## config.mk

```make
export PLATFORM = sky130hd
export DESIGN_NAME = tsv_regs
export DESIGN_NICKNAME = d
export VERILOG_FILES = /design/src/verilog/tsv_pkg.sv /design/src/verilog/tsv_regs.sv
export SDC_FILE = /design/constraint.sdc
export NUM_CORES = 1
export LEC_CHECK = 0
export BUFFER_PORTS_ARGS = -buffer_cell sky130_fd_sc_hd__clkbuf_2
export CAP_MARGIN = 10
export CORE_ASPECT_RATIO = 0.75
export CORE_UTILIZATION = 55
export DETAILED_ROUTE_END_ITERATION = 7
export PLACE_DENSITY = 0.81
export SLEW_MARGIN = 10
export SYNTH_ARGS = -nofsm -noshare
export SYNTH_HDL_FRONTEND = slang
export SYNTH_SLANG_ARGS = --single-unit
```

## constraint.sdc

```tcl
create_clock -name mclk -period 3.8 [get_ports mclk]
set_input_delay 0.76 -clock mclk [delete_from_list [all_inputs] [get_ports mclk]]
set_output_delay 0.76 -clock mclk [all_outputs]
set_load 0.02 [all_outputs]
```

## src/verilog/tsv_pkg.sv

```systemverilog
`default_nettype none
package tsv_pkg;
  // command bytes
  localparam logic [7:0] CMD_MAIN_CFG = 8'h03;
  localparam logic [7:0] CMD_INTERVAL = 8'h04;
  localparam logic [7:0] CMD_ONE_SHOT = 8'h0f;
  localparam logic [7:0] CMD_R1_HIGH = 8'h19;
  localparam logic [7:0] CMD_R2_HIGH = 8'h1a;
  localparam logic [7:0] CMD_R1_LOW = 8'h29;
  localparam logic [7:0] CMD_R2_LOW = 8'h2a;
  localparam logic [7:0] CMD_R1_OFFSET = 8'h31;
  localparam logic [7:0] CMD_R2_OFFSET = 8'h32;
  // field positions and reset values
  localparam int HOLD_BIT = 6;
  localparam logic [7:0] MAIN_CFG_RST = 8'h00;
  localparam logic [1:0] INTERVAL_RST = 2'h2;
  localparam logic [7:0] OFFSET_RST = 8'h00;
  // result: 8 integer bits then 5 fraction bits, lsb 1/32 degree
  localparam int RES_W = 13;
  localparam int FRAC_W = 5;
  localparam logic [RES_W-1:0] RES_RST = 13'h0000;
  localparam logic [RES_W-1:0] RES_MAX = 13'h1fff;
  // interval timing
  localparam longint CLK_KHZ = 125000;
  localparam longint INT_SHORT_MS = 364;
  localparam longint INT_MID_MS = 1000;
  localparam longint INT_LONG_MS = 2500;
  localparam logic [31:0] INT_SHORT_CYC = 32'(INT_SHORT_MS * CLK_KHZ);
  localparam logic [31:0] INT_MID_CYC = 32'(INT_MID_MS * CLK_KHZ);
  localparam logic [31:0] INT_LONG_CYC = 32'(INT_LONG_MS * CLK_KHZ);
  typedef enum logic [1:0] {ST_IDLE, ST_START, ST_WAIT, ST_GAP} tsv_state_e;
endpackage : tsv_pkg
`default_nettype wire

```

## src/verilog/tsv_regs.sv

```systemverilog
// What this block does
// - the unsigned low byte holds 1/2, 1/4, 1/8 degree in bits 7..5 and bits 2..0 read zero.
// - low byte bit 4 reads zero with the filter off and the 1/16 degree bit with it on.
// - low byte bit 3 reads zero with the filter off and the 1/32 degree bit with it on.
// - each remote has a writable two's complement offset byte, lsb half a degree, reset 0.
// - the offset is added to the raw result and the corrected sum is what is reported.
// - with the hold bit set the block idles and converts only on a single-shot trigger.
// - the interval field picks back-to-back, 0.364 s, 1 s or 2.5 s, and resets to 1 s.
// - each interval converts the channels in turn and then idles for the rest of it.
// - unused bits of the config and interval registers ignore writes and read zero.
// - a write to the single-shot register in hold with the block idle runs one pass; the data is dropped.
// - reading a high byte freezes its low byte until that low byte is read.
`default_nettype none
module tsv_regs #(
  parameter int NCH = 2,
  parameter logic [31:0] INT_SHORT_CYC = tsv_pkg::INT_SHORT_CYC,
  parameter logic [31:0] INT_MID_CYC = tsv_pkg::INT_MID_CYC,
  parameter logic [31:0] INT_LONG_CYC = tsv_pkg::INT_LONG_CYC
) (
  input wire logic mclk,
  input wire logic reset,
  input wire logic [7:0] reg_addr,
  input wire logic [7:0] reg_wdata,
  input wire logic reg_wr,
  input wire logic reg_rd,
  output logic [7:0] reg_rdata,
  input wire logic [NCH-1:0] chan_enable,
  input wire logic [NCH-1:0] filter_on,
  output logic conv_start,
  output logic [$clog2(NCH+1)-1:0] conv_chan,
  input wire logic conv_done,
  input wire logic [tsv_pkg::RES_W-1:0] conv_raw,
  output logic busy
);
  localparam int CW = $clog2(NCH + 1);

  logic low_power_hold_q;
  logic [1:0] sample_interval_sel_q;
  logic [7:0] offset_q [NCH];
  logic [tsv_pkg::RES_W-1:0] res_q [NCH];
  logic [7:0] low_lock_q [NCH];
  logic locked_q [NCH];
  tsv_pkg::tsv_state_e state_q;
  logic [CW-1:0] chan_q;
  logic [31:0] cnt_q;
  logic [31:0] period_q;
  logic single_pass_q;
  logic [7:0] rdata_q;

  // decode of the command port
  wire wr_cfg = reg_wr && (reg_addr == tsv_pkg::CMD_MAIN_CFG);
  wire wr_int = reg_wr && (reg_addr == tsv_pkg::CMD_INTERVAL);
  wire one_shot_go = reg_wr && (reg_addr == tsv_pkg::CMD_ONE_SHOT) && low_power_hold_q;
  wire chan_live = (chan_q < CW'(NCH)) && chan_enable[chan_q[$clog2(NCH)-1:0]];
  wire last_chan = (chan_q >= CW'(NCH));
  wire [31:0] period_sel = (sample_interval_sel_q == 2'h0) ? 32'h0000_0000 :
                           (sample_interval_sel_q == 2'h1) ? INT_SHORT_CYC :
                           (sample_interval_sel_q == 2'h2) ? INT_MID_CYC : INT_LONG_CYC;
  // the count is zero on the pass start edge, so one is added to make the
  // start-to-start spacing exactly the selected number of cycles
  wire gap_over = (cnt_q + 32'h0000_0001 >= period_q);

  // offset correction of the incoming raw value; clamps to the unsigned range
  wire [$clog2(NCH)-1:0] cidx = chan_q[$clog2(NCH)-1:0];
  wire [7:0] cur_off = offset_q[cidx];
  wire signed [14:0] off_ext = {{3{cur_off[7]}}, cur_off, 4'h0};
  wire signed [14:0] sum = $signed({2'b00, conv_raw}) + off_ext;
  wire [tsv_pkg::RES_W-1:0] corrected = sum[14] ? tsv_pkg::RES_RST :
                                        sum[13] ? tsv_pkg::RES_MAX : sum[12:0];

  // byte views of each result
  // the filter gate sits after the lock, so a frozen byte still obeys the filter setting
  logic [7:0] hi_byte [NCH];
  logic [7:0] lo_byte [NCH];
  logic [7:0] lo_src [NCH];
  logic [7:0] lo_view [NCH];
  for (genvar g = 0; g < NCH; g++)
  begin : g_view
    assign hi_byte[g] = res_q[g][12:5];
    assign lo_byte[g] = {res_q[g][4:0], 3'h0};
    assign lo_src[g] = locked_q[g] ? low_lock_q[g] : lo_byte[g];
    assign lo_view[g] = {lo_src[g][7:5],
                         filter_on[g] & lo_src[g][4],
                         filter_on[g] & lo_src[g][3],
                         3'h0};
  end

  // read mux; reserved bits and unmapped commands read zero
  wire [7:0] rd_mux =
    (reg_addr == tsv_pkg::CMD_MAIN_CFG) ? {1'b0, low_power_hold_q, 6'h00} :
    (reg_addr == tsv_pkg::CMD_INTERVAL) ? {6'h00, sample_interval_sel_q} :
    (reg_addr == tsv_pkg::CMD_R1_HIGH) ? hi_byte[0] :
    (reg_addr == tsv_pkg::CMD_R2_HIGH) ? hi_byte[1] :
    (reg_addr == tsv_pkg::CMD_R1_LOW) ? lo_view[0] :
    (reg_addr == tsv_pkg::CMD_R2_LOW) ? lo_view[1] :
    (reg_addr == tsv_pkg::CMD_R1_OFFSET) ? offset_q[0] :
    (reg_addr == tsv_pkg::CMD_R2_OFFSET) ? offset_q[1] : 8'h00;

  assign reg_rdata = rdata_q;
  assign busy = (state_q == tsv_pkg::ST_START) || (state_q == tsv_pkg::ST_WAIT);
  assign conv_start = (state_q == tsv_pkg::ST_START) && chan_live;
  assign conv_chan = chan_q;

  // control registers; only the documented bits are stored
  always_ff @(posedge mclk or posedge reset)
  begin
    if (reset)
    begin
      low_power_hold_q <= tsv_pkg::MAIN_CFG_RST[tsv_pkg::HOLD_BIT];
      sample_interval_sel_q <= tsv_pkg::INTERVAL_RST;
      rdata_q <= 8'h00;
    end
    else
    begin
      if (wr_cfg)
        low_power_hold_q <= reg_wdata[tsv_pkg::HOLD_BIT];
      if (wr_int)
        sample_interval_sel_q <= reg_wdata[1:0];
      if (reg_rd)
        rdata_q <= rd_mux;
    end
  end

  // per-channel offset, result and low-byte lock
  for (genvar g = 0; g < NCH; g++)
  begin : g_chan
    wire wr_off = reg_wr && (reg_addr == tsv_pkg::CMD_R1_OFFSET + 8'(g));
    wire rd_hi = reg_rd && (reg_addr == tsv_pkg::CMD_R1_HIGH + 8'(g));
    wire rd_lo = reg_rd && (reg_addr == tsv_pkg::CMD_R1_LOW + 8'(g));
    wire store = (state_q == tsv_pkg::ST_WAIT) && conv_done && (int'(cidx) == g);
    always_ff @(posedge mclk or posedge reset)
    begin
      if (reset)
      begin
        offset_q[g] <= tsv_pkg::OFFSET_RST;
        res_q[g] <= tsv_pkg::RES_RST;
        low_lock_q[g] <= 8'h00;
        locked_q[g] <= 1'b0;
      end
      else
      begin
        if (wr_off)
          offset_q[g] <= reg_wdata;
        if (store)
          res_q[g] <= corrected;
        // a repeated high read re-latches; the high read wins over a same-cycle low read
        if (rd_hi)
        begin
          low_lock_q[g] <= lo_byte[g];
          locked_q[g] <= 1'b1;
        end
        else if (rd_lo)
          locked_q[g] <= 1'b0;
      end
    end
  end

  // sequencer: converts enabled channels in turn, then idles out the interval
  always_ff @(posedge mclk or posedge reset)
  begin
    if (reset)
    begin
      state_q <= tsv_pkg::ST_IDLE;
      chan_q <= '0;
      cnt_q <= 32'h0000_0000;
      period_q <= 32'h0000_0000;
      single_pass_q <= 1'b0;
    end
    else
    begin
      cnt_q <= cnt_q + 32'h0000_0001;
      case (state_q)
        tsv_pkg::ST_IDLE:
        begin
          if (!low_power_hold_q || one_shot_go)
          begin
            state_q <= tsv_pkg::ST_START;
            chan_q <= '0;
            cnt_q <= 32'h0000_0000;
            period_q <= period_sel;
            single_pass_q <= low_power_hold_q;
          end
        end
        tsv_pkg::ST_START:
        begin
          if (last_chan)
            state_q <= single_pass_q ? tsv_pkg::ST_IDLE : tsv_pkg::ST_GAP;
          else if (chan_live)
            state_q <= tsv_pkg::ST_WAIT;
          else
            chan_q <= chan_q + CW'(1); // disabled channels are skipped
        end
        tsv_pkg::ST_WAIT:
        begin
          if (conv_done)
          begin
            state_q <= tsv_pkg::ST_START;
            chan_q <= chan_q + CW'(1);
          end
        end
        tsv_pkg::ST_GAP:
        begin
          // hold set during the gap ends autonomous running at once
          if (low_power_hold_q)
            state_q <= tsv_pkg::ST_IDLE;
          else if (gap_over)
          begin
            state_q <= tsv_pkg::ST_START;
            chan_q <= '0;
            cnt_q <= 32'h0000_0000;
            period_q <= period_sel;
          end
        end
        default:
          state_q <= tsv_pkg::ST_IDLE;
      endcase
    end
  end
endmodule : tsv_regs
`default_nettype wire
```

# After elaboration in Yosys (flattened, before gate mapping)
# Cells that the tools add are included.
[word_totals]
n_memories = 0
output_inout_bits = 12
reg_bits = 134
latchBits = 0
elab_cells = 126
romBits = 0
in_bits = 38
ramBits = 0
[op_classes]
reduce_logical = 27
muxes = 47
eq_ne = 22
bitwise = 6
magnitude_cmp = 5
mul = 0
div_mod_pow = 0
shift = 0
add_sub_neg = 3
[op_table]
columns = ["operator", "count"]
rows = [
  ["32-bit two-way mux", 6],
  ["32-bit one-hot mux with 2 select lines", 2],
  ["8-bit two-way mux", 13],
  ["29-bit two-way mux", 3],
  ["32-bit by 1-bit adder with 32-bit output, second input constant", 1],
  ["8-bit by 6-bit equality test with 1-bit output, second input constant", 4],
  ["32-bit greater-or-equal comparator", 1],
  ["13-bit two-way mux", 2],
  ["2-bit two-way mux", 13],
  ["8-bit by 5-bit equality test with 1-bit output, second input constant", 2],
  ["2-bit one-hot mux with 4 select lines", 2],
  ["14-bit by 12-bit adder with 15-bit output", 1],
  ["1-bit logical AND", 15],
  ["2-bit != test, second input constant", 6],
  ["8-bit by 2-bit equality test with 1-bit output, second input constant", 1],
  ["8-bit by 3-bit equality test with 1-bit output, second input constant", 1],
  ["8-bit by 4-bit equality test with 1-bit output, second input constant", 1],
  ["4-bit AND reduction", 2],
  ["2-bit equality test, second input constant", 3],
  ["1-bit two-way mux", 6],
  ["3-bit != test, second input constant", 2],
  ["6-bit AND reduction", 1],
  ["2-bit nonzero test", 3],
  ["1-bit AND", 4],
  ["other kinds (11)", 15],
]

# Longest topological paths before layout
# Gate-level depths: netlist of the first run.
[depth]
depth_word = 9
ltp_mapped = 17
depth_no_buf = 15

# Least setup slack after synthesis of the first run
# OpenSTA, ideal clock, no wires.
[synth_timing]
path_type = "flip-flop to flip-flop"
start = "register cnt_q[3]"
end = "register period_q[18]"
synth_period_minus_slack_ps = 3610
setup_time_ps = 125
path_stages_with_launch = 16
t_arrival_ps = 3485
required_time_ps = 3675
path_slack_ps = 190
path_buffers = 1
cell_sequence = "dfrtp_1 > and4_1 > nand3_1 > or2_2 > or3_1 > clkbuf_1 > nor2_1 > xor2_1 > ha_1 > a21oi_1 > and4_1 > a211o_1 > nand4b_1 > a211oi_4 > a21oi_4 > mux2_2"
[synth_between]
elab_chain_len = 4
[synth_rtl]
columns = ["element", "line", "rtl"]
rows = [
  ["start, declared", "tsv_regs.sv:45", "logic [31:0] cnt_q;"],
  ["start signal, assigned", "tsv_regs.sv:171", "cnt_q <= cnt_q + 32'h0000_0001;"],
  ["32-bit by 1-bit adder with 32-bit output", "tsv_regs.sv:61", "wire gap_over = (cnt_q + 32'h0000_0001 >= period_q);"],
  ["32-bit greater-or-equal comparator", "tsv_regs.sv:61", ""],
  ["2-bit != test (no line)", "n/a", ""],
  ["4-bit AND reduction (no line)", "n/a", ""],
  ["end signal, assigned", "tsv_regs.sv:180", "period_q <= period_sel;"],
  ["end signal, assigned", "tsv_regs.sv:211", "period_q <= period_sel;"],
  ["end, declared", "tsv_regs.sv:46", "logic [31:0] period_q;"],
]
# Every way passes these cells.
# A chain may end at the register's enable or synchronous reset.

# Worst setup path after layout of the first run
[layout_timing]
start = "register cnt_q[13]"
end = "register period_q[18]"
# Same word-level chain as after synthesis.

==> run summary, run 1 <==
vias per cell: 6.25
Clock Skew: 0.0122 ns
ys async rst share: 100%
Worst Max-Slew Pin Slew: 0.933 ns
ANT nets after route: 0
vias in the first global route: 5188
clock sinks: 109
final net count: 790
Post-Syn Instances: 649
internal power: 2430 uW
Detailed Routing Iterations Pass 1: 5
reg2reg path depth: 16
later-pin clock latency in the skew report: 0.35 ns
Max-slew headroom: 37.8%
CORE AREA: 11100 um2
FMAX: 270 MHz
reg-to-reg slack, setup: 0.09 ns
peak supply drop: 0.287 mV
CP startpoint kind: flip-flop
IO Pins: 50
root buffer cell: clkbuf_16
routed wire length: 16.4 mm
PortBufs: 49
Area Growth Syn to Fin: 12.9%
Hold Slack: 0.488 ns
Total Routing Usage GR: 29.1%
WHS Path Cells: 2
initial drt markers: 536
area of the multi-input gates: 3470 um2
maximum buffer depth of the clock tree: 2
row cnt: 33
die width: 127 um
CP Capture Type: flip-flop
Mapped Area: 6410 um2
min Tclk post-route: 3.71 ns
FF-to-FF End: period_q[18]
Seq/Total Area, Yosys: 42.6%
first-pass GRT wire length: 26.9 mm
Mapped Nets: 728
Synth cell types: 62
H-tree depth: 3
Post-synth EDFFs: 0
combinational share of power: 39.3%
die height: 95.5 um
max cap viols: 0
status: finished clean
DP HPWL: 12.0 mm
FF-to-FF Start: cnt_q[13]
RSZ-0062 raised after global routing: true
CP Data Required Time: 4.04 ns
routed via count: 5347
GP Congestion: 0.962
Static Leak: 0.00348 uW
setup violators final: 0
layout cells sized above 1: 21.5%
Sequential Power Share: 38.0%
Hold-fix buffers, CTS: 0
Mean Syn Cell Area: 9.88 um2
class of the worst hold path: reg -> reg
Die Area: 12100 um2
P per Cell Area: 553 nW/um2
Post-synth top flop: dfrtp_1
Tcrit/Tclk final: 97.6%
HP Start: hi_byte[10]
Slew Viols, Final: 0
Crit Path Max Fanout: 7
clock power share: 22.7%
Remaining DRCs: 0
CTS tree: built
WHS Endpoint: hi_byte[10]
NetSw: 1570 uW
Overflow after GRT: 0
initial antenna violation count: 0
Sw Share: 39.3%
number of diodes: 0
initial core utilization: 57.5%
Synthesis Warnings: 0
pin count of the biggest net entering global routing: 62
clock-pin transition on the worst setup and hold timing paths: 0.08 ns
Final Hold Fails: 0
utilization after layout: 64.9%
cts bufs inserted: 9
arrival time worst endpoint: 3.95 ns
#FFs+latches synth: 109
register area: 2730 um2
wire per inst: 19.2 um
Fillers: 897
Setup CP Type: reg -> reg
-- synthesized netlist by cell type, types with 6 or more instances --
cell type | count | area [um2]
o21ai_0 | 49 | 245
inv_1 | 35 | 131
nor2b_1 | 14 | 87.6
xnor2_1 | 19 | 166
mux2_2 | 43 | 484
nor2_1 | 59 | 221
o311a_1 | 13 | 130
a222oi_1 | 6 | 60.1
nand4_1 | 10 | 62.6
mux2i_1 | 15 | 150
dfrtp_1 | 108 | 2700
nand3_1 | 19 | 95.1
xor2_1 | 15 | 131
ha_1 | 40 | 500
a21oi_1 | 17 | 85.1
nor3_1 | 9 | 45.0
nand2_1 | 69 | 259
or3_1 | 6 | 37.5
a21o_1 | 7 | 52.6
or2_2 | 6 | 37.5
clkbuf_1 | 13 | 48.8
-- worst max-delay path, cell delays in order, from the launching register on --
cell and delay [ns]:
dfrtp_1 0.42, and4_1 0.28, nand3_2 0.11, or2_2 0.31, or3_4 0.38, nor2_2 0.13, xor2_1 0.19, ha_1 0.17
a21o_1 0.11, a21oi_1 0.07, and4_1 0.20, a211o_1 0.26, nand4b_1 0.14, a211oi_4 0.05, buf_4 0.17, a21oi_4 0.23
mux2_2 0.38
-- state kept, by name, indices dropped and copies added (netlist names) --
name                   cells
cnt_q                     32
conv_chan                  2
hi_byte                   16
lo_byte                   10
locked_q                   2
low_lock_q                10
low_power_hold_q           1
offset_q                  16
period_q                   7
reg_rdata                  8
sample_interval_sel_q      2
single_pass_q              1
state_q                    2
-- per-layer routing --
metal	up-vias	global-route usage, %	wire length (um)
met5	-	0	0
met4	0	6.75	264
met3	38	7.35	1440
met2	221	46.2	7400
met1	2636	40.4	7320
li1	2452	-	-
-- metrics by stage --
step | instances | setup TNS (ns) | cell area (um2) | setup WS, ns | power, uW
final | 856 | 0 | 7230 | 0.0931 | 4000
after global routing | 856 | -0.145 | 7230 | -0.0335 | 4240
after global placement | 836 | 0 | 6890 | 0.159 | 2950
after CTS | 852 | 0 | 7180 | 0.0398 | 3930
after detailed placement | 836 | 0 | 6890 | 0.0728 | 3020
after floorplan | 649 | 0 | 6410 | 0.168 | 2570
-- power by group through the flow --
stage	Clock (uW)	Sequential (uW)	Combinational [uW]
floorplan	0	1490	1070
global placement	0	1520	1430
detailed placement	0	1540	1490
CTS	917	1520	1500
global route	967	1540	1730
finish	908	1520	1570
-- what timing repair did --
| item | 4_1_cts | 5_1_grt |
|---|---|---|
| resized for setup | 0 | 6 |
| buffers inserted | 0 | 4 |
| endpoints found under the setup margin | 0 | 34 |
| endpoints found under the hold margin | 0 | 0 |
-- cell usage in the layout (no fill, tap or decap), drive strengths merged, types with 4 or more instances in the layout --
cell      n
and3      5
nand3    20
dfrtp   108
buf      23
and4      6
a21o      7
nand2    69
or3       6
nor2b    14
or2       6
mux2     43
mux2i    15
o311a    13
xor2     15
xnor2    20
a31oi     4
inv      36
o21ai    49
clkinv    5
nor3      9
nand4    10
clkbuf   59
nor2     59
a222oi    6
ha       40
a211oi    5
or4       4
a21oi    19
-- how the worst max path moves through the flow --
stage	to	cells after the start	start	slack (ns)
2_1_floorplan	cnt_q[0]	1	reset	0.17
3_3_place_gp	period_q[20]	16	cnt_q[8]	0.16
3_5_place_dp	period_q[18]	16	cnt_q[8]	0.07
4_1_cts	period_q[18]	14	cnt_q[11]	0.04
5_1_grt	period_q[28]	16	cnt_q[4]	-0.03
6_report	period_q[18]	16	cnt_q[13]	0.09
-- cells by family after synthesis --
group / Yosys count / synth area share (%)
simple gates: 221 / 16.8
compound gates: 129 / 14.2
mux: 58 / 9.90
flops: 109 / 42.6
fa+ha+maj: 41 / 8.12
buf+inv: 56 / 3.53
xor+xnor: 35 / 4.90
-- cell type report --
type,instances,share of cell area [%]
well taps,140,2.42
clock buffers,10,3.16
flip-flops and latches,109,37.7
multi-input cells,484,48.0
clock inverters,6,0.830
inverters,35,1.85
repair buffers,72,6.00
No activity file was read; power rests on OpenSTA's default activity.
==> inputs of run 2 (changes only) <==
--- a/config.mk
+++ b/config.mk
@@ -5,10 +5,12 @@
 export SDC_FILE = /design/constraint.sdc
 export NUM_CORES = 1
 export LEC_CHECK = 0
+export ABC_AREA = 1
 export BUFFER_PORTS_ARGS = -buffer_cell sky130_fd_sc_hd__clkbuf_2
 export CAP_MARGIN = 10
 export CORE_ASPECT_RATIO = 0.75
 export CORE_UTILIZATION = 55
+export CTS_BUF_LIST = sky130_fd_sc_hd__clkbuf_8 sky130_fd_sc_hd__clkbuf_16
 export DETAILED_ROUTE_END_ITERATION = 7
 export PLACE_DENSITY = 0.81
 export SLEW_MARGIN = 10
==> run summary, run 2 <==
max FFs per register: 32 (unchanged)
CP Data Required Time: 4.07 ns (+0.03 ns)
vias per cell: 5.41 (-13%)
Mapped Area: 6780 um2 (+5.8%)
peak supply drop: 0.513 mV (+79%)
crit-path cells: nand2_1 -> nor2_2 -> inv_1 -> nor3_1 -> nand4_1 -> nor3_1 -> xor2_1 -> inv_1 -> ha_1 -> nand2_1 -> inv_1 -> o21ai_0 -> nand4_1 -> nand3_1 -> nand2_1 -> nor2_2 -> nand3_4 -> buf_12 -> a21oi_1
Synth cell types: 45 (-27%)
RSZ-0062 raised after global routing: false
Hold-fix buffers, CTS: 0 (unchanged)
clock sinks: 109 (unchanged)
Setup CP Type: reg -> reg
Synth area leader: dfrtp_1
H-tree depth: 3 (unchanged)
vias in the first global route: 5551 (+7.0%)
root buffer cell: clkbuf_16
most frequent cells in the layout: 221 x nand2_1, 118 x inv_1, 107 x dfrtp_1
setup violators final: 0 (unchanged)
Mean Syn Cell Area: 7.61 um2 (-23%)
max cap viols: 0 (unchanged)
CTS tree: built
later-pin clock latency in the skew report: 0.36 ns (about the same)
Synthesis Warnings: 0 (unchanged)
pin count of the biggest net entering global routing: 69 (+11%)
initial antenna violation count: 0 (unchanged)
wire per inst: 14.5 um (-24%)
maximum buffer depth of the clock tree: 2 (unchanged)
first-pass GRT wire length: 27.2 mm (+1.1%)
synth cell count leaders: 221 x nand2_1, 119 x inv_1, 108 x dfrtp_1
final net count: 1021 (+29%)
routed via count: 6001 (+12%)
Mapped Nets: 970 (+33%)
GP Congestion: 0.885 (-8.1%)
initial drt markers: 552 (+3.0%)
Max-slew headroom: 35.1% (-2.6 points)
HP Start: period_q[28]
Post-Syn Instances: 891 (+37%)
Bufs and invs on worst path: 4 (+3)
Area Growth Syn to Fin: 11.7%
IO Pins: 50 (unchanged)
ANT nets after route: 0 (unchanged)
Die Area: 12800 um2 (+5.7%)
reg-to-reg slack, setup: 0.31 ns (+0.22 ns)
Final Hold Fails: 0 (unchanged)
Crit path max-delay family: simple AND/OR/NAND/NOR gates
Remaining DRCs: 0 (unchanged)
Seq/Total Area, Yosys: 40.2% (-2.3 points)
Clock Skew: 0.00945 ns (-0.00277 ns)
pre-CTS setup slack: 0.251 ns (+0.178 ns)
CORE AREA: 11800 um2 (+5.7%)
FF-to-FF Start: cnt_q[7]
row cnt: 34 (+3.0%)
Post-synth EDFFs: 0 (unchanged)
WHS Endpoint: period_q[28]
initial core utilization: 57.6% (+0.073 points)
CP startpoint kind: flip-flop
Overflow after GRT: 0 (unchanged)
Detailed Routing Iterations Pass 1: 7 (+2)
Tcrit/Tclk final: 91.8% (-5.7 points)
die width: 130 um (+2.8%)
Crit Path Max Fanout: 32 (+25)
Slew Viols, Final: 0 (unchanged)
register bank with the most flops: cnt_q
DP HPWL: 11.8 mm (-1.6%)
WHS Path Cells: 2 (unchanged)
die height: 98.2 um (+2.8%)
layout cells sized above 1: 13.8% (-7.7 points)
slowest CP cell: dfrtp_1
FF-to-FF End: cnt_q[25]
Worst Max-Slew Pin Slew: 0.963 ns (+0.0294 ns)
CP Capture Type: flip-flop
clock-pin transition on the worst setup and hold timing paths: 0.08 ns (about the same)
#FFs+latches synth: 109 (unchanged)
cts bufs inserted: 9 (unchanged)
setup TNS: 0 ns (unchanged)
min Tclk post-route: 3.49 ns (-0.218 ns)
reg2reg path depth: 19 (+3)
synth top area cells: dfrtp_1 40%, nand2_1 12%, ha_1 7.4%
CP peak stage delay: 0.41 ns (about the same)
commonest non-fill, non-tap cell in the layout: nand2_1
Yosys top cell area share: 39.8% (-2.3 points)
Static Leak: 0.00386 uW (+11%)
number of diodes: 0 (unchanged)
Post-synth top flop: dfrtp_1
P per Cell Area: 524 nW/um2 (-5.3%)
class of the worst hold path: reg -> reg
arrival time worst endpoint: 3.76 ns (-0.19 ns)
worst setup margin: 0.311 ns (+0.218 ns)
PortBufs: 49 (unchanged)
routed wire length: 16.1 mm (-2.1%)
count leader, synth: nand2_1
Fillers: 1003 (+12%)
status: finished clean
FMAX: 287 MHz (+6.2%)
Total Routing Usage GR: 27.6% (-1.5 points)
ys async rst share: 100% (unchanged)
run 2: cell type report:
class / instances / area [um2] / area share [%]
clock buffer: 9 / 225 / 2.97
clock inverter: 7 / 97.6 / 1.29
sequential: 109 / 2730 / 36.0
timing repair buffer: 60 / 340 / 4.49
multi-input combinational: 641 / 3530 / 46.5
inverter: 121 / 457 / 6.02
tap: 162 / 203 / 2.67
run 2: kinds of logic (layout without fill, tap and decap cells):
logic type	count (synthesis)	after routing	share of synthesized area [%]
simple gates	390	390	24.9
compound gates	180	180	14.9
buf+inv	141	197	8.34
flops	109	109	40.2
fa+ha+maj	41	41	7.67
xor+xnor	27	27	3.49
mux	3	3	0.498
run 2: stage by stage:
stage               hold slack [ns]  area [um2]  std cells  power (uW)  utilization (%)
floorplan                     0.442        6780        891        2590                -
global placement              0.455        7180       1088        2880             61.0
detailed placement            0.460        7180       1088        2930             61.0
CTS                           0.478        7510       1104        3940             63.7
global route                  0.504        7580       1109        4240             64.3
finish                        0.477        7580       1109        3970             64.3
run 2: worst max path at each step:
stage	slack, ns	from	cells past startpoint	end
after floorplan	0.17	reset	1	cnt_q[0]
final	0.31	cnt_q[7]	19	cnt_q[25]
after global routing	0.01	cnt_q[1]	22	cnt_q[6]
after global placement	0.34	cnt_q[0]	22	cnt_q[6]
after CTS	0.18	cnt_q[0]	20	cnt_q[7]
after detailed placement	0.25	cnt_q[0]	22	cnt_q[6]
run 2: layer usage:
metal / wire [um] / vias to the layer above / GRT usage, %
met5: 0 / - / 0
met4: 124 / 0 / 5.64
met3: 1130 / 11 / 5.92
met2: 6770 / 228 / 39.5
met1: 8050 / 2768 / 42.6
li1: - / 2994 / -
run 2: report_power, final:
part	internal, uW	switching (uW)
Sequential	1370	170
Combinational	471	959
Clock	529	472
Total	2370	1600
run 2: worst register-to-register path: cells and delay by family, from the launching register on:
kind / cells / cell delay (ns)
buf+inv: 4 / 0.40
fa+ha+maj: 1 / 0.29
compound gates: 2 / 0.33
flops: 1 / 0.41
simple gates: 11 / 1.71
xor+xnor: 1 / 0.26
run 2: repair_timing:
action                     4_1_cts  5_1_grt
setup buffers                    0        5
setup endpoints to repair        0       47
gates resized for setup          0        8
==> inputs of run 3 (changes only) <==
--- a/config.mk
+++ b/config.mk
@@ -12,7 +12,7 @@
 export CORE_UTILIZATION = 55
 export CTS_BUF_LIST = sky130_fd_sc_hd__clkbuf_8 sky130_fd_sc_hd__clkbuf_16
 export DETAILED_ROUTE_END_ITERATION = 7
-export PLACE_DENSITY = 0.81
+export PLACE_DENSITY = 0.88
 export SLEW_MARGIN = 10
 export SYNTH_ARGS = -nofsm -noshare
 export SYNTH_HDL_FRONTEND = slang
==> run summary, run 3 (synthesized netlist as in run 2, its figures left out) <==
status: finished clean
Fillers: 958 (-4.5%)
Final Hold Fails: 0 (unchanged)
layout cells sized above 1: 13.3% (-0.49 points)
CP Data Required Time: 4.07 ns (about the same)
class of the worst hold path: in -> async
Bufs and invs on worst path: 4 (unchanged)
Setup CP Type: reg -> reg
clock sinks: 109 (unchanged)
CP startpoint: cnt_q[0]
Max-slew headroom: 43.1% (+8.0 points)
CP Capture Type: flip-flop
root buffer cell: clkbuf_16
row cnt: 34 (unchanged)
GP Congestion: 0.944 (+6.8%)
die height: 98.2 um (unchanged)
die width: 130 um (unchanged)
initial drt markers: 577 (+4.5%)
DP HPWL: 11.9 mm (+0.53%)
setup TNS: 0 ns (unchanged)
CTS tree: built
FF-to-FF End: cnt_q[6]
Clock Skew: 0.00442 ns (-0.00502 ns)
PortBufs: 49 (unchanged)
Crit path max-delay family: simple AND/OR/NAND/NOR gates
number of diodes: 0 (unchanged)
slowest CP cell: dfrtp_1
ANT nets after route: 0 (unchanged)
commonest non-fill, non-tap cell in the layout: nand2_1
Total Routing Usage GR: 26.6% (-0.98 points)
cts bufs inserted: 9 (unchanged)
setup violators final: 0 (unchanged)
peak supply drop: 0.672 mV (+31%)
Slew Viols, Final: 0 (unchanged)
CP startpoint kind: flip-flop
FMAX: 285 MHz (-0.42%)
max cap viols: 0 (unchanged)
reg2reg path depth: 21 (+2)
register bank with the most flops: cnt_q
H-tree depth: 3 (unchanged)
Hold-fix buffers, CTS: 0 (unchanged)
Tcrit/Tclk final: 92.2% (+0.39 points)
Detailed Routing Iterations Pass 1: 5 (-2)
Area Growth Syn to Fin: 11.2%
initial antenna violation count: 0 (unchanged)
arrival time worst endpoint: 3.77 ns (about the same)
min Tclk post-route: 3.50 ns (+0.0147 ns)
final net count: 1020 (-0.098%)
DP Area: 7180 um2 (about the same)
P per Cell Area: 516 nW/um2 (-1.5%)
later-pin clock latency in the skew report: 0.35 ns (about the same)
reg-to-reg slack, setup: 0.30 ns (about the same)
most frequent cells in the layout: 221 x nand2_1, 118 x inv_1, 108 x dfrtp_1
maximum buffer depth of the clock tree: 2 (unchanged)
Design Power: 3890 uW (-2.0%)
max FFs per register: 32 (unchanged)
CP peak stage delay: 0.37 ns (-0.04 ns)
pin count of the biggest net entering global routing: 70 (+1.4%)
Remaining DRCs: 0 (unchanged)
vias in the first global route: 5458 (-1.7%)
FF-to-FF Start: cnt_q[0]
Worst Max-Slew Pin Slew: 0.844 ns (-0.119 ns)
Post-Place Cells: 1086 (-0.18%)
vias per cell: 5.46 (+0.94%)
Static Leak: 0.00384 uW (-0.59%)
crit-path cells: ha_1 -> nand2_1 -> inv_1 -> nand3_2 -> inv_1 -> nand2_1 -> nor3_2 -> nand3_2 -> nor2_1 -> nand3_1 -> xor2_2 -> inv_1 -> ha_1 -> o21ai_0 -> nand4_1 -> nand3_1 -> nand2_1 -> nor2_2 -> nand3_4 -> buf_12 -> a21boi_0
first-pass GRT wire length: 26.4 mm (-3.1%)
routed wire length: 16.1 mm (+0.27%)
initial core utilization: 57.6% (unchanged)
Overflow after GRT: 0 (unchanged)
IO Pins: 50 (unchanged)
design area: 7540 um2 (-0.51%)
Die Area: 12800 um2 (unchanged)
Crit Path Max Fanout: 32 (unchanged)
routed via count: 6041 (+0.67%)
Hold Slack: 0.442 ns (-0.0350 ns)
clock-pin transition on the worst setup and hold timing paths: 0.07 ns (about the same)
CORE AREA: 11800 um2 (unchanged)
wire per inst: 14.6 um (+0.55%)
Finished Layout Cells: 1106 (-0.27%)
-- run 3: power by group --
part | total [uW] | switching [uW] | internal (uW)
registers | 1540 | 168 | 1370
clock network | 946 | 436 | 509
logic | 1410 | 934 | 475
-- run 3: what timing repair did --
action,4_1_cts,5_1_grt
setup buffers,0,6
setup endpoints to repair,0,43
resized for setup,0,6
-- run 3: area by class of cell --
cell class	count	area (um2)	share of cell area, %
clock buffer	9	225	2.99
timing repair buffer	59	345	4.58
sequential	109	2730	36.2
multi-input combinational	641	3520	46.7
clock inverter	5	61.3	0.813
tap	162	203	2.69
inverter	121	457	6.06
-- run 3: per-stage QoR --
stage	setup WS (ns)	util [%]
after detailed placement	0.216	60.9
final	0.296	64.0
after global placement	0.353	60.9
after CTS	0.135	63.4
after floorplan	0.168	-
after global routing	-0.0187	64.0
-- run 3: layer usage --
layer	wire, um	up-vias	track usage, %	share of wire (%)
met1	7750	2837	40.8	48
li1	-	2983	-	-
met4	195	0	6.17	1.2
met5	0	-	0	0
met3	1310	17	6.79	8.1
met2	6850	204	37.3	43
-- run 3: worst max path at each step --
stage,cells after the start,slack [ns],end
2_1_floorplan,1,0.17,cnt_q[0]
3_3_place_gp,22,0.35,cnt_q[6]
3_5_place_dp,21,0.22,cnt_q[6]
4_1_cts,22,0.13,cnt_q[6]
5_1_grt,24,-0.02,conv_chan[0]
6_report,21,0.30,cnt_q[6]
